**src/idwc_pkg.sv**
```systemverilog
package idwc_pkg;
  // peripheral idle control bit positions
  localparam int P_OS_TIMER = 0;
  localparam int P_GPIO = 1;
  localparam int P_PGPIO = 2;
  localparam int P_PLLDIV = 3;
  localparam int P_BSP0 = 4;
  localparam int P_BSP1 = 5;
  localparam int P_I2C = 6;
  localparam int P_UART = 7;
  localparam int P_EXT_MEM_INTERFACE = 8;
  localparam int NPERIPH = 9;
  // idle configuration bit positions
  localparam int C_CPU = 0;
  localparam int C_MP = 1;
  localparam int C_PER = 3;
  localparam int C_CLK = 4;
  localparam int C_CLKE = 9;
  localparam int CFGW = 10;
  // master idle control bit positions
  localparam int M_DMA = 0;
  localparam int M_HPI = 1;
  // wake enable bit positions: four external irqs then nmi
  localparam int WK_NMI = 4;
  localparam int WKW = 5;
  // oscillator stabilization
  localparam int OSC_STAB_REF_CYCLES = 41032;
  localparam logic [15:0] STAB_ZERO = 16'h0000;
  localparam logic [CFGW-1:0] CFG_RESET = 10'h000;
  localparam logic [NPERIPH-1:0] PER_RESET = 9'h000;
  localparam logic [1:0] MST_RESET = 2'h0;
  typedef enum logic [1:0] {
    IDWC_RUN = 2'b00,
    IDWC_CPU_IDLE = 2'b01,
    IDWC_OSC_STAB = 2'b10
  } idwc_cpu_t;
endpackage

```
**src/idwc_gate.sv**
```systemverilog
`timescale 1ns/1ps
// one module's idle handshake: request, wait for acknowledge, then gate clock
module idwc_gate (
  input wire logic clk_in,
  input wire logic rst_in,
  input wire logic req_in,
  input wire logic can_idle_in,
  input wire logic ack_in,
  output logic req_out,
  output logic gated_out
);
  always_ff @(posedge clk_in) begin
    if (rst_in) begin
      req_out <= 1'b0;
      gated_out <= 1'b0;
    end else if (!req_in) begin
      req_out <= 1'b0;
      gated_out <= 1'b0;
    end else begin
      if (can_idle_in || req_out)
        req_out <= 1'b1;
      // clock is stopped only once the module confirms it is quiet
      if (req_out && ack_in)
        gated_out <= 1'b1;
    end
  end
endmodule

```
**src/idwc_top.sv**
```systemverilog
`timescale 1ns/1ps
// Contract
// - os timer, gpio, parallel gpio, pll divider idle at once when requested.
// - external-clock serial ports idle at once if quiet, else after activity.
// - internal-clock serial port idles only if tx and rx resets are zero.
// - idle serial port auto-wakes for dma transfers, then returns to idle.
// - two-wire and uart idle at once if quiet, else after transfer.
// - pll core and oscillator power down only if software preselected it.
// - memory interface idles after current dma transfer, or at once.
// - hardware reset returns every module and domain to active.
// - cpu wakes on nmi or external irq enabled in either enable register.
// - memory interface wakes with the cpu when both were idle.
// - clearing master port bit then idle instruction wakes dma and host port.
// - writing zero to a master idle bit wakes that module directly.
// - clearing peripheral domain bit then idle wakes all peripherals.
// - writing zero to a peripheral idle bit wakes it directly.
// - all-zero configuration then idle enables all clocks, wakes all.
// - after idle three, software restarts pll, then pll sources clocks.
// - oscillator wakes with clock module on a wake-enabled irq or nmi.
// - 41032 reference cycles of stabilization before execution resumes.
// - after oscillator-off idle, software clears pll and osc power-down bits.
// - control register ones apply only when the idle instruction runs; written zeros apply at once.
module idwc_top #(
  parameter int REF_CLK_DIV = 1,
  parameter int STAB_CYCLES = idwc_pkg::OSC_STAB_REF_CYCLES,
  parameter int NPER = idwc_pkg::NPERIPH
) (
  input wire logic MCLK_IN,
  input wire logic RESET_IN,
  input wire logic IDLE_INSTR_IN,
  input wire logic [idwc_pkg::CFGW-1:0] IDLE_CONFIG_REG_IN,
  input wire logic [NPER-1:0] PERIPH_IDLE_CTRL_REG_IN,
  input wire logic PERIPH_IDLE_CTRL_WR_IN,
  input wire logic [1:0] MASTER_IDLE_CTRL_REG_IN,
  input wire logic MASTER_IDLE_CTRL_WR_IN,
  input wire logic PLL_POWER_DOWN_BIT_IN,
  input wire logic OSC_POWER_DOWN_BIT_IN,
  input wire logic PLL_ENABLE_BIT_IN,
  input wire logic PLL_LOCK_IN,
  input wire logic [idwc_pkg::WKW-1:0] OSC_WAKE_ENABLE_REG_IN,
  input wire logic [15:0] IRQ_ENABLE_REG_A_IN,
  input wire logic [15:0] IRQ_ENABLE_REG_B_IN,
  input wire logic [15:0] IRQ_PENDING_IN,
  input wire logic [3:0] EXT_IRQ_IN,
  input wire logic NMI_IN,
  input wire logic [NPER-1:0] PERIPH_BUSY_IN,
  input wire logic [NPER-1:0] PERIPH_ACK_IN,
  input wire logic [1:0] BSP_EXT_CLK_IN,
  input wire logic [1:0] TX_RESET_CTL_IN,
  input wire logic [1:0] RX_RESET_CTL_IN,
  input wire logic [1:0] BSP_XFER_IN,
  input wire logic [1:0] MASTER_BUSY_IN,
  input wire logic [1:0] MASTER_ACK_IN,
  output logic [NPER-1:0] PERIPH_IDLE_REQ_OUT,
  output logic [NPER-1:0] PERIPH_CLK_GATE_OUT,
  output logic [1:0] MASTER_IDLE_REQ_OUT,
  output logic [1:0] MASTER_CLK_GATE_OUT,
  output logic CPU_IDLE_OUT,
  output logic CPU_RUN_OUT,
  output logic CLOCKGEN_IDLE_OUT,
  output logic PLL_POWERED_DOWN_OUT,
  output logic OSC_POWERED_DOWN_OUT,
  output logic PLL_CLK_SELECT_OUT
);
  // stabilization counter width; default covers 41032
  localparam int STAB_W = 16;
  localparam logic [STAB_W-1:0] STAB_LOAD = STAB_W'(STAB_CYCLES - 1);

  // irq inputs come from pins or other clock domains
  logic [3:0] irq_s1, irq_s2;
  logic nmi_s1, nmi_s2;
  logic [1:0] bsp_x1, bsp_x2;
  always_ff @(posedge MCLK_IN) begin
    if (RESET_IN) begin
      irq_s1 <= 4'h0;
      irq_s2 <= 4'h0;
      nmi_s1 <= 1'b0;
      nmi_s2 <= 1'b0;
      bsp_x1 <= 2'h0;
      bsp_x2 <= 2'h0;
    end else begin
      irq_s1 <= EXT_IRQ_IN;
      irq_s2 <= irq_s1;
      nmi_s1 <= NMI_IN;
      nmi_s2 <= nmi_s1;
      bsp_x1 <= BSP_XFER_IN;
      bsp_x2 <= bsp_x1;
    end
  end

  // reference clock divider enable
  // one-cycle enable, so the count needs no second clock domain
  logic [7:0] div_cnt;
  logic ref_tick;
  always_ff @(posedge MCLK_IN) begin
    if (RESET_IN) begin
      div_cnt <= 8'h00;
      ref_tick <= 1'b0;
    end else if (div_cnt >= 8'(REF_CLK_DIV - 1)) begin
      div_cnt <= 8'h00;
      ref_tick <= 1'b1;
    end else begin
      div_cnt <= div_cnt + 8'h01;
      ref_tick <= 1'b0;
    end
  end

  // applied configuration, latched on the idle instruction; cpu and clock bits clear on resume
  logic [idwc_pkg::CFGW-1:0] cfg;
  logic [NPER-1:0] per_req;
  logic [1:0] mst_req;
  logic cpu_wake;
  // cpu leaving idle by either path: direct wake or end of the oscillator count
  logic cpu_resume;
  always_ff @(posedge MCLK_IN) begin
    if (RESET_IN) begin
      cfg <= idwc_pkg::CFG_RESET;
    end else if (IDLE_INSTR_IN) begin
      cfg <= IDLE_CONFIG_REG_IN;
    end else if (cpu_resume) begin
      cfg[idwc_pkg::C_CPU] <= 1'b0;
      cfg[idwc_pkg::C_CLK] <= 1'b0;
      cfg[idwc_pkg::C_CLKE] <= 1'b0;
    end
  end

  always_ff @(posedge MCLK_IN) begin
    if (RESET_IN) begin
      per_req <= idwc_pkg::PER_RESET;
    end else if (IDLE_INSTR_IN) begin
      // domain bit clear wakes every peripheral
      per_req <= IDLE_CONFIG_REG_IN[idwc_pkg::C_PER] ? PERIPH_IDLE_CTRL_REG_IN
                                                     : idwc_pkg::PER_RESET;
    end else begin
      if (PERIPH_IDLE_CTRL_WR_IN)
        per_req <= per_req & PERIPH_IDLE_CTRL_REG_IN; // zero wakes directly
      // the oscillator-path wake must release the memory interface as well
      if (cpu_resume && cfg[idwc_pkg::C_CPU])
        per_req[idwc_pkg::P_EXT_MEM_INTERFACE] <= 1'b0;
    end
  end

  always_ff @(posedge MCLK_IN) begin
    if (RESET_IN) begin
      mst_req <= idwc_pkg::MST_RESET;
    end else if (IDLE_INSTR_IN) begin
      mst_req <= IDLE_CONFIG_REG_IN[idwc_pkg::C_MP] ? MASTER_IDLE_CTRL_REG_IN
                                                    : idwc_pkg::MST_RESET;
    end else if (MASTER_IDLE_CTRL_WR_IN) begin
      mst_req <= mst_req & MASTER_IDLE_CTRL_REG_IN;
    end
  end

  // per-module idle permission
  logic [NPER-1:0] can_idle;
  logic [NPER-1:0] per_eff_req;
  always_comb begin
    can_idle = '0;
    per_eff_req = per_req;
    // these stop with no wait
    can_idle[idwc_pkg::P_OS_TIMER] = 1'b1;
    can_idle[idwc_pkg::P_GPIO] = 1'b1;
    can_idle[idwc_pkg::P_PGPIO] = 1'b1;
    can_idle[idwc_pkg::P_PLLDIV] = 1'b1;
    for (int i = 0; i < 2; i++) begin
      if (BSP_EXT_CLK_IN[i])
        can_idle[idwc_pkg::P_BSP0 + i] = !PERIPH_BUSY_IN[idwc_pkg::P_BSP0 + i];
      else
        can_idle[idwc_pkg::P_BSP0 + i] = !TX_RESET_CTL_IN[i] && !RX_RESET_CTL_IN[i];
      // a new transfer lifts the request; it returns once the transfer ends
      if (bsp_x2[i])
        per_eff_req[idwc_pkg::P_BSP0 + i] = 1'b0;
    end
    can_idle[idwc_pkg::P_I2C] = !PERIPH_BUSY_IN[idwc_pkg::P_I2C];
    can_idle[idwc_pkg::P_UART] = !PERIPH_BUSY_IN[idwc_pkg::P_UART];
    can_idle[idwc_pkg::P_EXT_MEM_INTERFACE] = !PERIPH_BUSY_IN[idwc_pkg::P_EXT_MEM_INTERFACE];
  end

  // the internal-clock port re-idles once its transfer flag drops, whatever its busy input says
  genvar g;
  generate
    for (g = 0; g < NPER; g++) begin : g_per
      idwc_gate u_gate (
        .clk_in(MCLK_IN),
        .rst_in(RESET_IN),
        .req_in(per_eff_req[g]),
        .can_idle_in(can_idle[g]),
        .ack_in(PERIPH_ACK_IN[g]),
        .req_out(PERIPH_IDLE_REQ_OUT[g]),
        .gated_out(PERIPH_CLK_GATE_OUT[g])
      );
    end
    // host port may idle while busy: its traffic is left to software
    for (g = 0; g < 2; g++) begin : g_mst
      idwc_gate u_gate (
        .clk_in(MCLK_IN),
        .rst_in(RESET_IN),
        .req_in(mst_req[g] && !(g == idwc_pkg::M_DMA && |bsp_x2)),
        .can_idle_in(!MASTER_BUSY_IN[g] || g == idwc_pkg::M_HPI),
        .ack_in(MASTER_ACK_IN[g]),
        .req_out(MASTER_IDLE_REQ_OUT[g]),
        .gated_out(MASTER_CLK_GATE_OUT[g])
      );
    end
  endgenerate

  // wake sources
  logic irq_enabled_wake;
  logic osc_wake;
  assign irq_enabled_wake = |(IRQ_PENDING_IN & (IRQ_ENABLE_REG_A_IN | IRQ_ENABLE_REG_B_IN));
  // only irqs already enabled by software can wake
  assign osc_wake = (|(irq_s2 & OSC_WAKE_ENABLE_REG_IN[3:0]) && irq_enabled_wake)
                    || (nmi_s2 && OSC_WAKE_ENABLE_REG_IN[idwc_pkg::WK_NMI]);

  // cpu / clock generator sequencing
  idwc_pkg::idwc_cpu_t state, next_state;
  logic [STAB_W-1:0] stab_cnt;
  logic clk_idle;
  assign clk_idle = IDLE_CONFIG_REG_IN[idwc_pkg::C_CLK]
                    && IDLE_CONFIG_REG_IN[idwc_pkg::C_CLKE];
  assign cpu_wake = (state == idwc_pkg::IDWC_CPU_IDLE) && !OSC_POWERED_DOWN_OUT
                    && (nmi_s2 || irq_enabled_wake);
  assign cpu_resume = cpu_wake || (state == idwc_pkg::IDWC_OSC_STAB
                                   && next_state == idwc_pkg::IDWC_RUN);

  always_comb begin
    next_state = state;
    unique case (state)
      idwc_pkg::IDWC_RUN:
        if (IDLE_INSTR_IN && IDLE_CONFIG_REG_IN[idwc_pkg::C_CPU])
          next_state = idwc_pkg::IDWC_CPU_IDLE;
      idwc_pkg::IDWC_CPU_IDLE:
        if (OSC_POWERED_DOWN_OUT && osc_wake)
          next_state = idwc_pkg::IDWC_OSC_STAB;
        else if (cpu_wake)
          next_state = idwc_pkg::IDWC_RUN;
      idwc_pkg::IDWC_OSC_STAB:
        if (ref_tick && stab_cnt == idwc_pkg::STAB_ZERO)
          next_state = idwc_pkg::IDWC_RUN;
      default:
        next_state = idwc_pkg::IDWC_RUN;
    endcase
  end

  always_ff @(posedge MCLK_IN) begin
    if (RESET_IN)
      state <= idwc_pkg::IDWC_OSC_STAB; // reset also waits out the count
    else
      state <= next_state;
  end

  always_ff @(posedge MCLK_IN) begin
    if (RESET_IN)
      stab_cnt <= STAB_LOAD;
    else if (state != idwc_pkg::IDWC_OSC_STAB)
      // reloaded outside the count, so every entry waits the full period
      stab_cnt <= STAB_LOAD;
    else if (ref_tick && stab_cnt != idwc_pkg::STAB_ZERO)
      stab_cnt <= stab_cnt - 1'b1;
  end

  always_ff @(posedge MCLK_IN) begin
    CPU_IDLE_OUT <= !RESET_IN && next_state == idwc_pkg::IDWC_CPU_IDLE;
    CPU_RUN_OUT <= !RESET_IN && next_state == idwc_pkg::IDWC_RUN;
  end

  // power-down only if software chose it before the idle instruction
  always_ff @(posedge MCLK_IN) begin
    if (RESET_IN) begin
      CLOCKGEN_IDLE_OUT <= 1'b0;
      PLL_POWERED_DOWN_OUT <= 1'b0;
      OSC_POWERED_DOWN_OUT <= 1'b0;
    end else if (IDLE_INSTR_IN && IDLE_CONFIG_REG_IN[idwc_pkg::C_CPU] && clk_idle) begin
      CLOCKGEN_IDLE_OUT <= 1'b1;
      PLL_POWERED_DOWN_OUT <= PLL_POWER_DOWN_BIT_IN;
      OSC_POWERED_DOWN_OUT <= OSC_POWER_DOWN_BIT_IN;
    end else if (osc_wake && state == idwc_pkg::IDWC_CPU_IDLE) begin
      // clock module and oscillator wake together
      CLOCKGEN_IDLE_OUT <= 1'b0;
      OSC_POWERED_DOWN_OUT <= 1'b0;
    end else if (cpu_wake) begin
      CLOCKGEN_IDLE_OUT <= 1'b0;
    end else if (state == idwc_pkg::IDWC_RUN) begin
      // pll stays down until software clears its power-down bit
      if (!PLL_POWER_DOWN_BIT_IN)
        PLL_POWERED_DOWN_OUT <= 1'b0;
    end
  end

  // pll selected as clock source only when enabled, locked and powered
  always_ff @(posedge MCLK_IN) begin
    if (RESET_IN)
      PLL_CLK_SELECT_OUT <= 1'b0;
    else
      PLL_CLK_SELECT_OUT <= PLL_ENABLE_BIT_IN && PLL_LOCK_IN && !PLL_POWERED_DOWN_OUT
                            && !CLOCKGEN_IDLE_OUT;
  end
endmodule

```
**config.mk**
```make
export PLATFORM = sky130hd
export DESIGN_NAME = idwc_top
export DESIGN_NICKNAME = d
export VERILOG_FILES = /design/src/idwc_pkg.sv /design/src/idwc_gate.sv /design/src/idwc_top.sv
export SDC_FILE = /design/constraint.sdc
export NUM_CORES = 1
export LEC_CHECK = 0
export ABC_AREA = 1
export BUFFER_PORTS_ARGS = -buffer_cell sky130_fd_sc_hd__buf_2
export CAP_MARGIN = 20
export CORE_ASPECT_RATIO = 0.7
export CORE_MARGIN = 1
export CORE_UTILIZATION = 45
export CTS_CLUSTER_DIAMETER = 150
export DETAILED_ROUTE_END_ITERATION = 10
export GPL_ROUTABILITY_DRIVEN = 1
export PLACE_DENSITY = 0.77
export SETUP_SLACK_MARGIN = 0.02
export SYNTH_ARGS = -nofsm -noshare
export SYNTH_HDL_FRONTEND = slang
export SYNTH_SLANG_ARGS = --single-unit
```
**constraint.sdc**
```tcl
create_clock -name MCLK_IN -period 1.7 [get_ports MCLK_IN]
set_input_delay 0.085 -clock MCLK_IN [delete_from_list [all_inputs] [get_ports MCLK_IN]]
set_output_delay 0.085 -clock MCLK_IN [all_outputs]
set_load 0.02 [all_outputs]
```
==> results of run 1 <==
## layout make-up
class	instances	share of cell area
flip-flops and latches	73	0.3336
multi-input cells	285	0.3177
repair buffers	166	0.2213
inverters	65	0.05617
clock buffers	10	0.02908
well taps	94	0.02680
clock inverters	6	0.01540
## sequential cells by signal, indices dropped and copies added (netlist names)
register,flops
stab_cnt,16
g_per.u_gate.gated_out,9
g_per.u_gate.req_out,9
per_req,9
irq_s1,4
irq_s2,4
bsp_x1,2
bsp_x2,2
g_mst.u_gate.gated_out,2
g_mst.u_gate.req_out,2
mst_req,2
state,2
CLOCKGEN_IDLE_OUT,1
CPU_IDLE_OUT,1
CPU_RUN_OUT,1
OSC_POWERED_DOWN_OUT,1
PLL_CLK_SELECT_OUT,1
PLL_POWERED_DOWN_OUT,1
cfg,1
nmi_s1,1
nmi_s2,1
ref_tick,1
## power by group
group,internal [mW],total (mW),switching (mW)
clock,0.683,1.33,0.650
combinational,0.210,0.410,0.201
sequential,1.76,1.78,0.0252
## how the worst max path moves through the flow
stage                   to
2_1_floorplan   per_req[8]
3_3_place_gp    per_req[8]
3_5_place_dp    per_req[8]
4_1_cts         per_req[8]
5_1_grt        stab_cnt[7]
6_report        per_req[8]
## cells by family (layout without fill, tap and decap cells)
family / Yosys count / in the layout / synth area share
compound gates: 70 / 70 / 0.1161
xor+xnor: 11 / 11 / 0.02930
fa+ha+maj: 2 / 2 / 0.007609
buf+inv: 95 / 247 / 0.1389
flops: 73 / 73 / 0.4444
simple gates: 202 / 202 / 0.2637
## timing repair
item	4_1_cts	5_1_grt
setup buffers	0	1
hold endpoints to repair	23	0
endpoints found under the setup margin	0	3
hold buffers	25	0
gates resized for setup	0	9
## worst max-delay path: cells and delay by family, from the launching register on
kind                     cells  cell delay [ns]
AND/OR/NAND/NOR              8             0.75
AO/OA/AOI/OAI                1             0.14
buffers and inverters        1             0.07
adder cells (fa/ha/maj)      1             0.19
flip-flops                   1             0.33
## layout by cell type, fill, tap and decap left out, types with 8 or more instances in the layout
cell type / n
nor2_1: 77
clkbuf_8: 9
buf_2: 135
a21oi_1: 44
dlygate4sd3_1: 25
nand4_1: 8
nand3_1: 20
o21ai_0: 12
xor2_1: 8
nand2_1: 74
dfxtp_1: 71
inv_1: 60
## metal layers
metal	share of wire	wire length, um	up-vias	global-route usage
met5	0	0	-	0
li1	-	-	1708	-
met3	0.060	474	18	0.06300
met1	0.46	3636	1435	0.2471
met2	0.46	3608	108	0.3711
met4	0.018	143	0	0.08571
==> qor.txt, run 1 <==
final core utilization: 0.6348
synthesized flop and latch total: 73
setup ws final: 0.1285 ns
htree depth: 3
Final #Nets: 720
RSZ-0062 raised after global routing: no
n_diodes: 0
critical path's largest stage delay: 0.33 ns
worst hold margin: 0.01532 ns
max-cap violations: 0
Worst-path clk slew: 0.08 ns
Rows: 25
Worst Hold End: g_per[4].u_gate.gated_out
CTS sink cnt: 73
ordered cell list for the critical path: inv_2 -> ha_2 -> nand3_2 -> nor2_2 -> nand2_1 -> nor3b_2 -> nand2_1 -> nand2_1 -> nand2_1 -> a21oi_1 -> nor2_1
Area growth, synth to finish: 33.45%
internal reg-to-reg setup slack: 0.13 ns
hold path startpoint: PERIPH_ACK_IN[4]
Post-synth EDFFs: 0
r2r startpoint: stab_cnt[0]
initial antenna violation count: 0
Worst Setup SP: stab_cnt[0]
Setup CP Type: flop to flop
Async SR Flop Fraction: 0
crit share post-route: 0.9244
VDD IR max: 0.5244 mV
Total Power Consumption: 3.524 mW
syn avg cell area: 7.259 um2
placed cells: 657
CTS Buf Count: 9
Synth top cells by count: nor2_1 (77), nand2_1 (74), dfxtp_1 (73)
Unique masters post-synth: 33
hpwl dp: 5847 um
area of the die: 7659 um2
GP Congestion: 0.9234
status: finished, final reports clean
mapped cell area: 3288 um2
Total Wirelength: 7864 um
First-pass DRT Iterations: 4
Final Hold Viols: 0
Fillers: 616
fmax: 636.3 MHz
Hold/Removal Path Class: input port to flop
Multi-input gate area: 1394 um2
GR Util All Layers: 0.2118
Slew headroom: 0.6868
average wire per standard cell: 11.25 um
Die Width: 104.2 um
Buffers on Ports: 135
Setup WS pre-CTS: 0.06418 ns
Yosys warning total: 0
crit path DAT: 1.81 ns
Iter 0 DRT Violations: 102
# IOs: 146
CTS tree: yes
register area: 1464 um2
clock skew: 0.009435 ns
Post-DRT Antenna Nets: 0
vias after detailed routing: 3269
final setup fails: 0
fin crit period: 1.571 ns
fin cells: 699
vias in the first global route: 3066
post-synth top area share: 0.4444
deepest clock path buffer count: 2
Reg-to-Reg End: per_req[8]
core box area: 6913 um2
Worst setup SP type: flop
Worst Setup End Kind: flop
clk root buf: clkbuf_8
Syn Inst Count: 453
biggest area consumer among synthesized cells: dfxtp_1
die height: 73.52 um
Placed Instance Area: 3909 um2
setup tns final: 0 ns
GR Overflow Total: 0
layout cells sized above 1: 0.2893
clock latency on the worst-skew pair: 0.34 ns
Leak: 2.176 nW
slowest CP cell: dfxtp_2
worst-margin pin slew: 0.4698 ns
DR vias/cell: 4.677
max-slew violations: 0
Synthesized Nets: 573
most frequent CP cell: nand2_1
DRC viols: 0
dominant synthesized flop cell: dfxtp_1
R2R depth: 11
largest net degree at the start of global routing: 26
Worst Path Max Fanout: 3
PwrDens: 803.0 nW/um2
starting density of the core: 0.4757
first-pass GRT wire length: 12910 um
register area share after synthesis: 0.4444
design area: 4388 um2
Area contributors post-synth: dfxtp_1 (44%), nor2_1 (8.8%), nand2_1 (8.4%), inv_1 (7.1%), a21oi_1 (6.7%)
worst hold path stage count: 3
worst path required time: 1.94 ns
count leader, synth: nor2_1
No activity file was read; power rests on OpenSTA's default activity.
==> run 2, diff against run 1 <==
--- a/config.mk
+++ b/config.mk
@@ -11,6 +11,7 @@
 export CORE_ASPECT_RATIO = 0.7
 export CORE_MARGIN = 1
 export CORE_UTILIZATION = 45
+export CTS_BUF_LIST = sky130_fd_sc_hd__clkbuf_4 sky130_fd_sc_hd__clkbuf_8
 export CTS_CLUSTER_DIAMETER = 150
 export DETAILED_ROUTE_END_ITERATION = 10
 export GPL_ROUTABILITY_DRIVEN = 1
==> constraint.sdc (replaced) <==
create_clock -name MCLK_IN -period 1.9 [get_ports MCLK_IN]
set_input_delay 0.095 -clock MCLK_IN [delete_from_list [all_inputs] [get_ports MCLK_IN]]
set_output_delay 0.095 -clock MCLK_IN [all_outputs]
set_load 0.02 [all_outputs]
==> qor.txt, run 2 (synthesized netlist as in run 1, its figures left out) <==
status: finished, final reports clean (unchanged)
vias in the first global route: 3152 (was 3066)
Fillers: 609 (was 616)
Setup WS pre-CTS: 0.2450 ns (was 0.06418 ns)
Worst-path clk slew: 0.08 ns (about the same)
worst-margin pin slew: 0.3942 ns (was 0.4698 ns)
max reg flops: 16 (unchanged)
starting density of the core: 0.4757 (unchanged)
GR Util All Layers: 0.2206 (was 0.2118)
RSZ-0062 raised after global routing: no (unchanged)
critical path's largest stage delay: 0.34 ns (was 0.33 ns)
Worst Setup End Kind: flop (unchanged)
register area: 1461 um2 (was 1464 um2)
hold buffer count at cts: 27 (was 25)
n_diodes: 0 (unchanged)
Total Wirelength: 7976 um (was 7864 um)
worst path required time: 2.15 ns (was 1.94 ns)
hpwl dp: 5626 um (was 5847 um)
P_int: 2.369 mW (was 2.648 mW)
setup tns final: 0 ns (unchanged)
placed cells: 656 (was 657)
CTS sink cnt: 73 (unchanged)
setup ws final: 0.2445 ns (was 0.1285 ns)
clk root buf: clkbuf_8 (unchanged)
crit share post-route: 0.8713 (was 0.9244)
PwrDens: 718.3 nW/um2 (was 803.0 nW/um2)
clock skew: 0.008831 ns (was 0.009435 ns)
combinational power share: 0.116 (about the same)
Setup CP Type: flop to flop (unchanged)
area of the die: 7659 um2 (unchanged)
VDD IR max: 0.4962 mV (was 0.5244 mV)
deepest clock path buffer count: 2 (unchanged)
Slew headroom: 0.7369 (was 0.6868)
max-cap violations: 0 (unchanged)
Leak: 2.183 nW (was 2.176 nW)
final core utilization: 0.6308 (was 0.6348)
Rows: 25 (unchanged)
GR Overflow Total: 0 (unchanged)
DRC viols: 0 (unchanged)
Die Width: 104.2 um (unchanged)
Final #Nets: 720 (unchanged)
max-slew violations: 0 (unchanged)
CTS tree: yes (unchanged)
htree depth: 3 (unchanged)
clock share of power: 0.376 (was 0.378)
crit path DAT: 1.90 ns (was 1.81 ns)
final setup fails: 0 (unchanged)
sw frac: 0.2438 (was 0.2484)
average wire per standard cell: 11.43 um (was 11.25 um)
Hold/Removal Path Class: input port to flop (unchanged)
Setup Buffers After CTS: 0 (unchanged)
Buffers on Ports: 135 (unchanged)
commonest non-fill, non-tap cell in the layout: buf_2 (unchanged)
Area growth, synth to finish: 32.61% (was 33.45%)
Post-DRT Antenna Nets: 0 (unchanged)
Worst Path Max Fanout: 5 (was 3)
Flop pwr share: 0.509 (was 0.505)
GP Congestion: 0.8711 (was 0.9234)
largest net degree at the start of global routing: 26 (unchanged)
# IOs: 146 (unchanged)
ordered cell list for the critical path: inv_1 -> ha_1 -> nand3_1 -> nor2_2 -> nand2_1 -> nor3b_2 -> nand2_1 -> nand2_1 -> nand2_1 -> a21oi_1 -> nor2_1 (was inv_2 -> ha_2 -> nand3_2 -> nor2_2 -> nand2_1 -> nor3b_2 -> nand2_1 -> nand2_1 -> nand2_1 -> a21oi_1 -> nor2_1)
most frequent cells in the layout: buf_2 (135), nor2_1 (77), nand2_1 (74), dfxtp_1 (73), inv_1 (62) (was buf_2 (135), nor2_1 (77), nand2_1 (74), dfxtp_1 (71), inv_1 (60))
Net Switching: 0.7636 mW (was 0.8754 mW)
core box area: 6913 um2 (unchanged)
Final Hold Viols: 0 (unchanged)
CTS Buf Count: 9 (unchanged)
layout cells sized above 1: 0.2748 (was 0.2893)
slowest CP cell: dfxtp_1 (was dfxtp_2)
Top reg by flops: stab_cnt (unchanged)
CTS resizes: 0 (unchanged)
fmax: 604.0 MHz (was 636.3 MHz)
Worst setup SP type: flop (unchanged)
Total Power Consumption: 3.132 mW (was 3.524 mW)
initial antenna violation count: 0 (unchanged)
Multi-input gate area: 1370 um2 (was 1394 um2)
fin crit period: 1.656 ns (was 1.571 ns)
First-pass DRT Iterations: 4 (unchanged)
fin cells: 698 (was 699)
clock latency on the worst-skew pair: 0.35 ns (was 0.34 ns)
vias after detailed routing: 3310 (was 3269)
first-pass GRT wire length: 13330 um (was 12910 um)
DR vias/cell: 4.742 (was 4.677)
most frequent CP cell: nand2_1 (unchanged)
Iter 0 DRT Violations: 128 (was 102)
die height: 73.52 um (unchanged)
run 2: worst max-delay path: cells and delay by family (launching register included):
| kind | cells | cell delay, ns |
|---|---|---|
| and+or+nand+nor | 8 | 0.74 |
| buffers and inverters | 1 | 0.16 |
| adders and majority gates | 1 | 0.20 |
| DFF | 1 | 0.34 |
| AOI/OAI and AO/OA | 1 | 0.12 |
run 2: worst paths after layout:
path	startpoint	to	slack (ns)	cells after the start
hold / removal	PERIPH_ACK_IN[4]	g_per[4].u_gate.gated_out	0.008	3
setup / recovery	stab_cnt[0]	per_req[8]	0.24	11
setup reg to reg	stab_cnt[0]	per_req[8]	0.24	11
hold reg to reg	nmi_s1	nmi_s2	0.40	2
run 2: power by group through the flow:
stage / logic, mW / clock network (mW) / registers [mW]
2_1_floorplan: 0.166 / 0 / 1.63
3_3_place_gp: 0.306 / 0 / 1.63
3_5_place_dp: 0.314 / 0 / 1.63
4_1_cts: 0.357 / 1.20 / 1.59
5_1_grt: 0.406 / 1.27 / 1.60
6_report: 0.362 / 1.18 / 1.59
run 2: per-layer routing:
layer	vias to the layer above	part of all wire	GRT usage
met5	-	0	0
met4	0	0.015	0.08571
met3	16	0.080	0.06389
met2	129	0.47	0.3822
met1	1460	0.44	0.2630
li1	1705	-	-
run 2: final cells by class:
| class | count | area share |
|---|---|---|
| Tap cell | 94 | 0.02697 |
| Multi-Input combinational cell | 285 | 0.3142 |
| Clock buffer | 10 | 0.03013 |
| Sequential cell | 73 | 0.3352 |
| Inverter | 65 | 0.05653 |
| Clock inverter | 5 | 0.01320 |
| Timing Repair Buffer | 166 | 0.2238 |
run 2: stage by stage:
stage,hold WS (ns),cell area [um2]
after floorplan,0.1718,3288
after global placement,0.2740,3901
after detailed placement,0.2750,3901
after CTS,0.001244,4360
after global routing,0.01828,4360
final,0.008417,4360
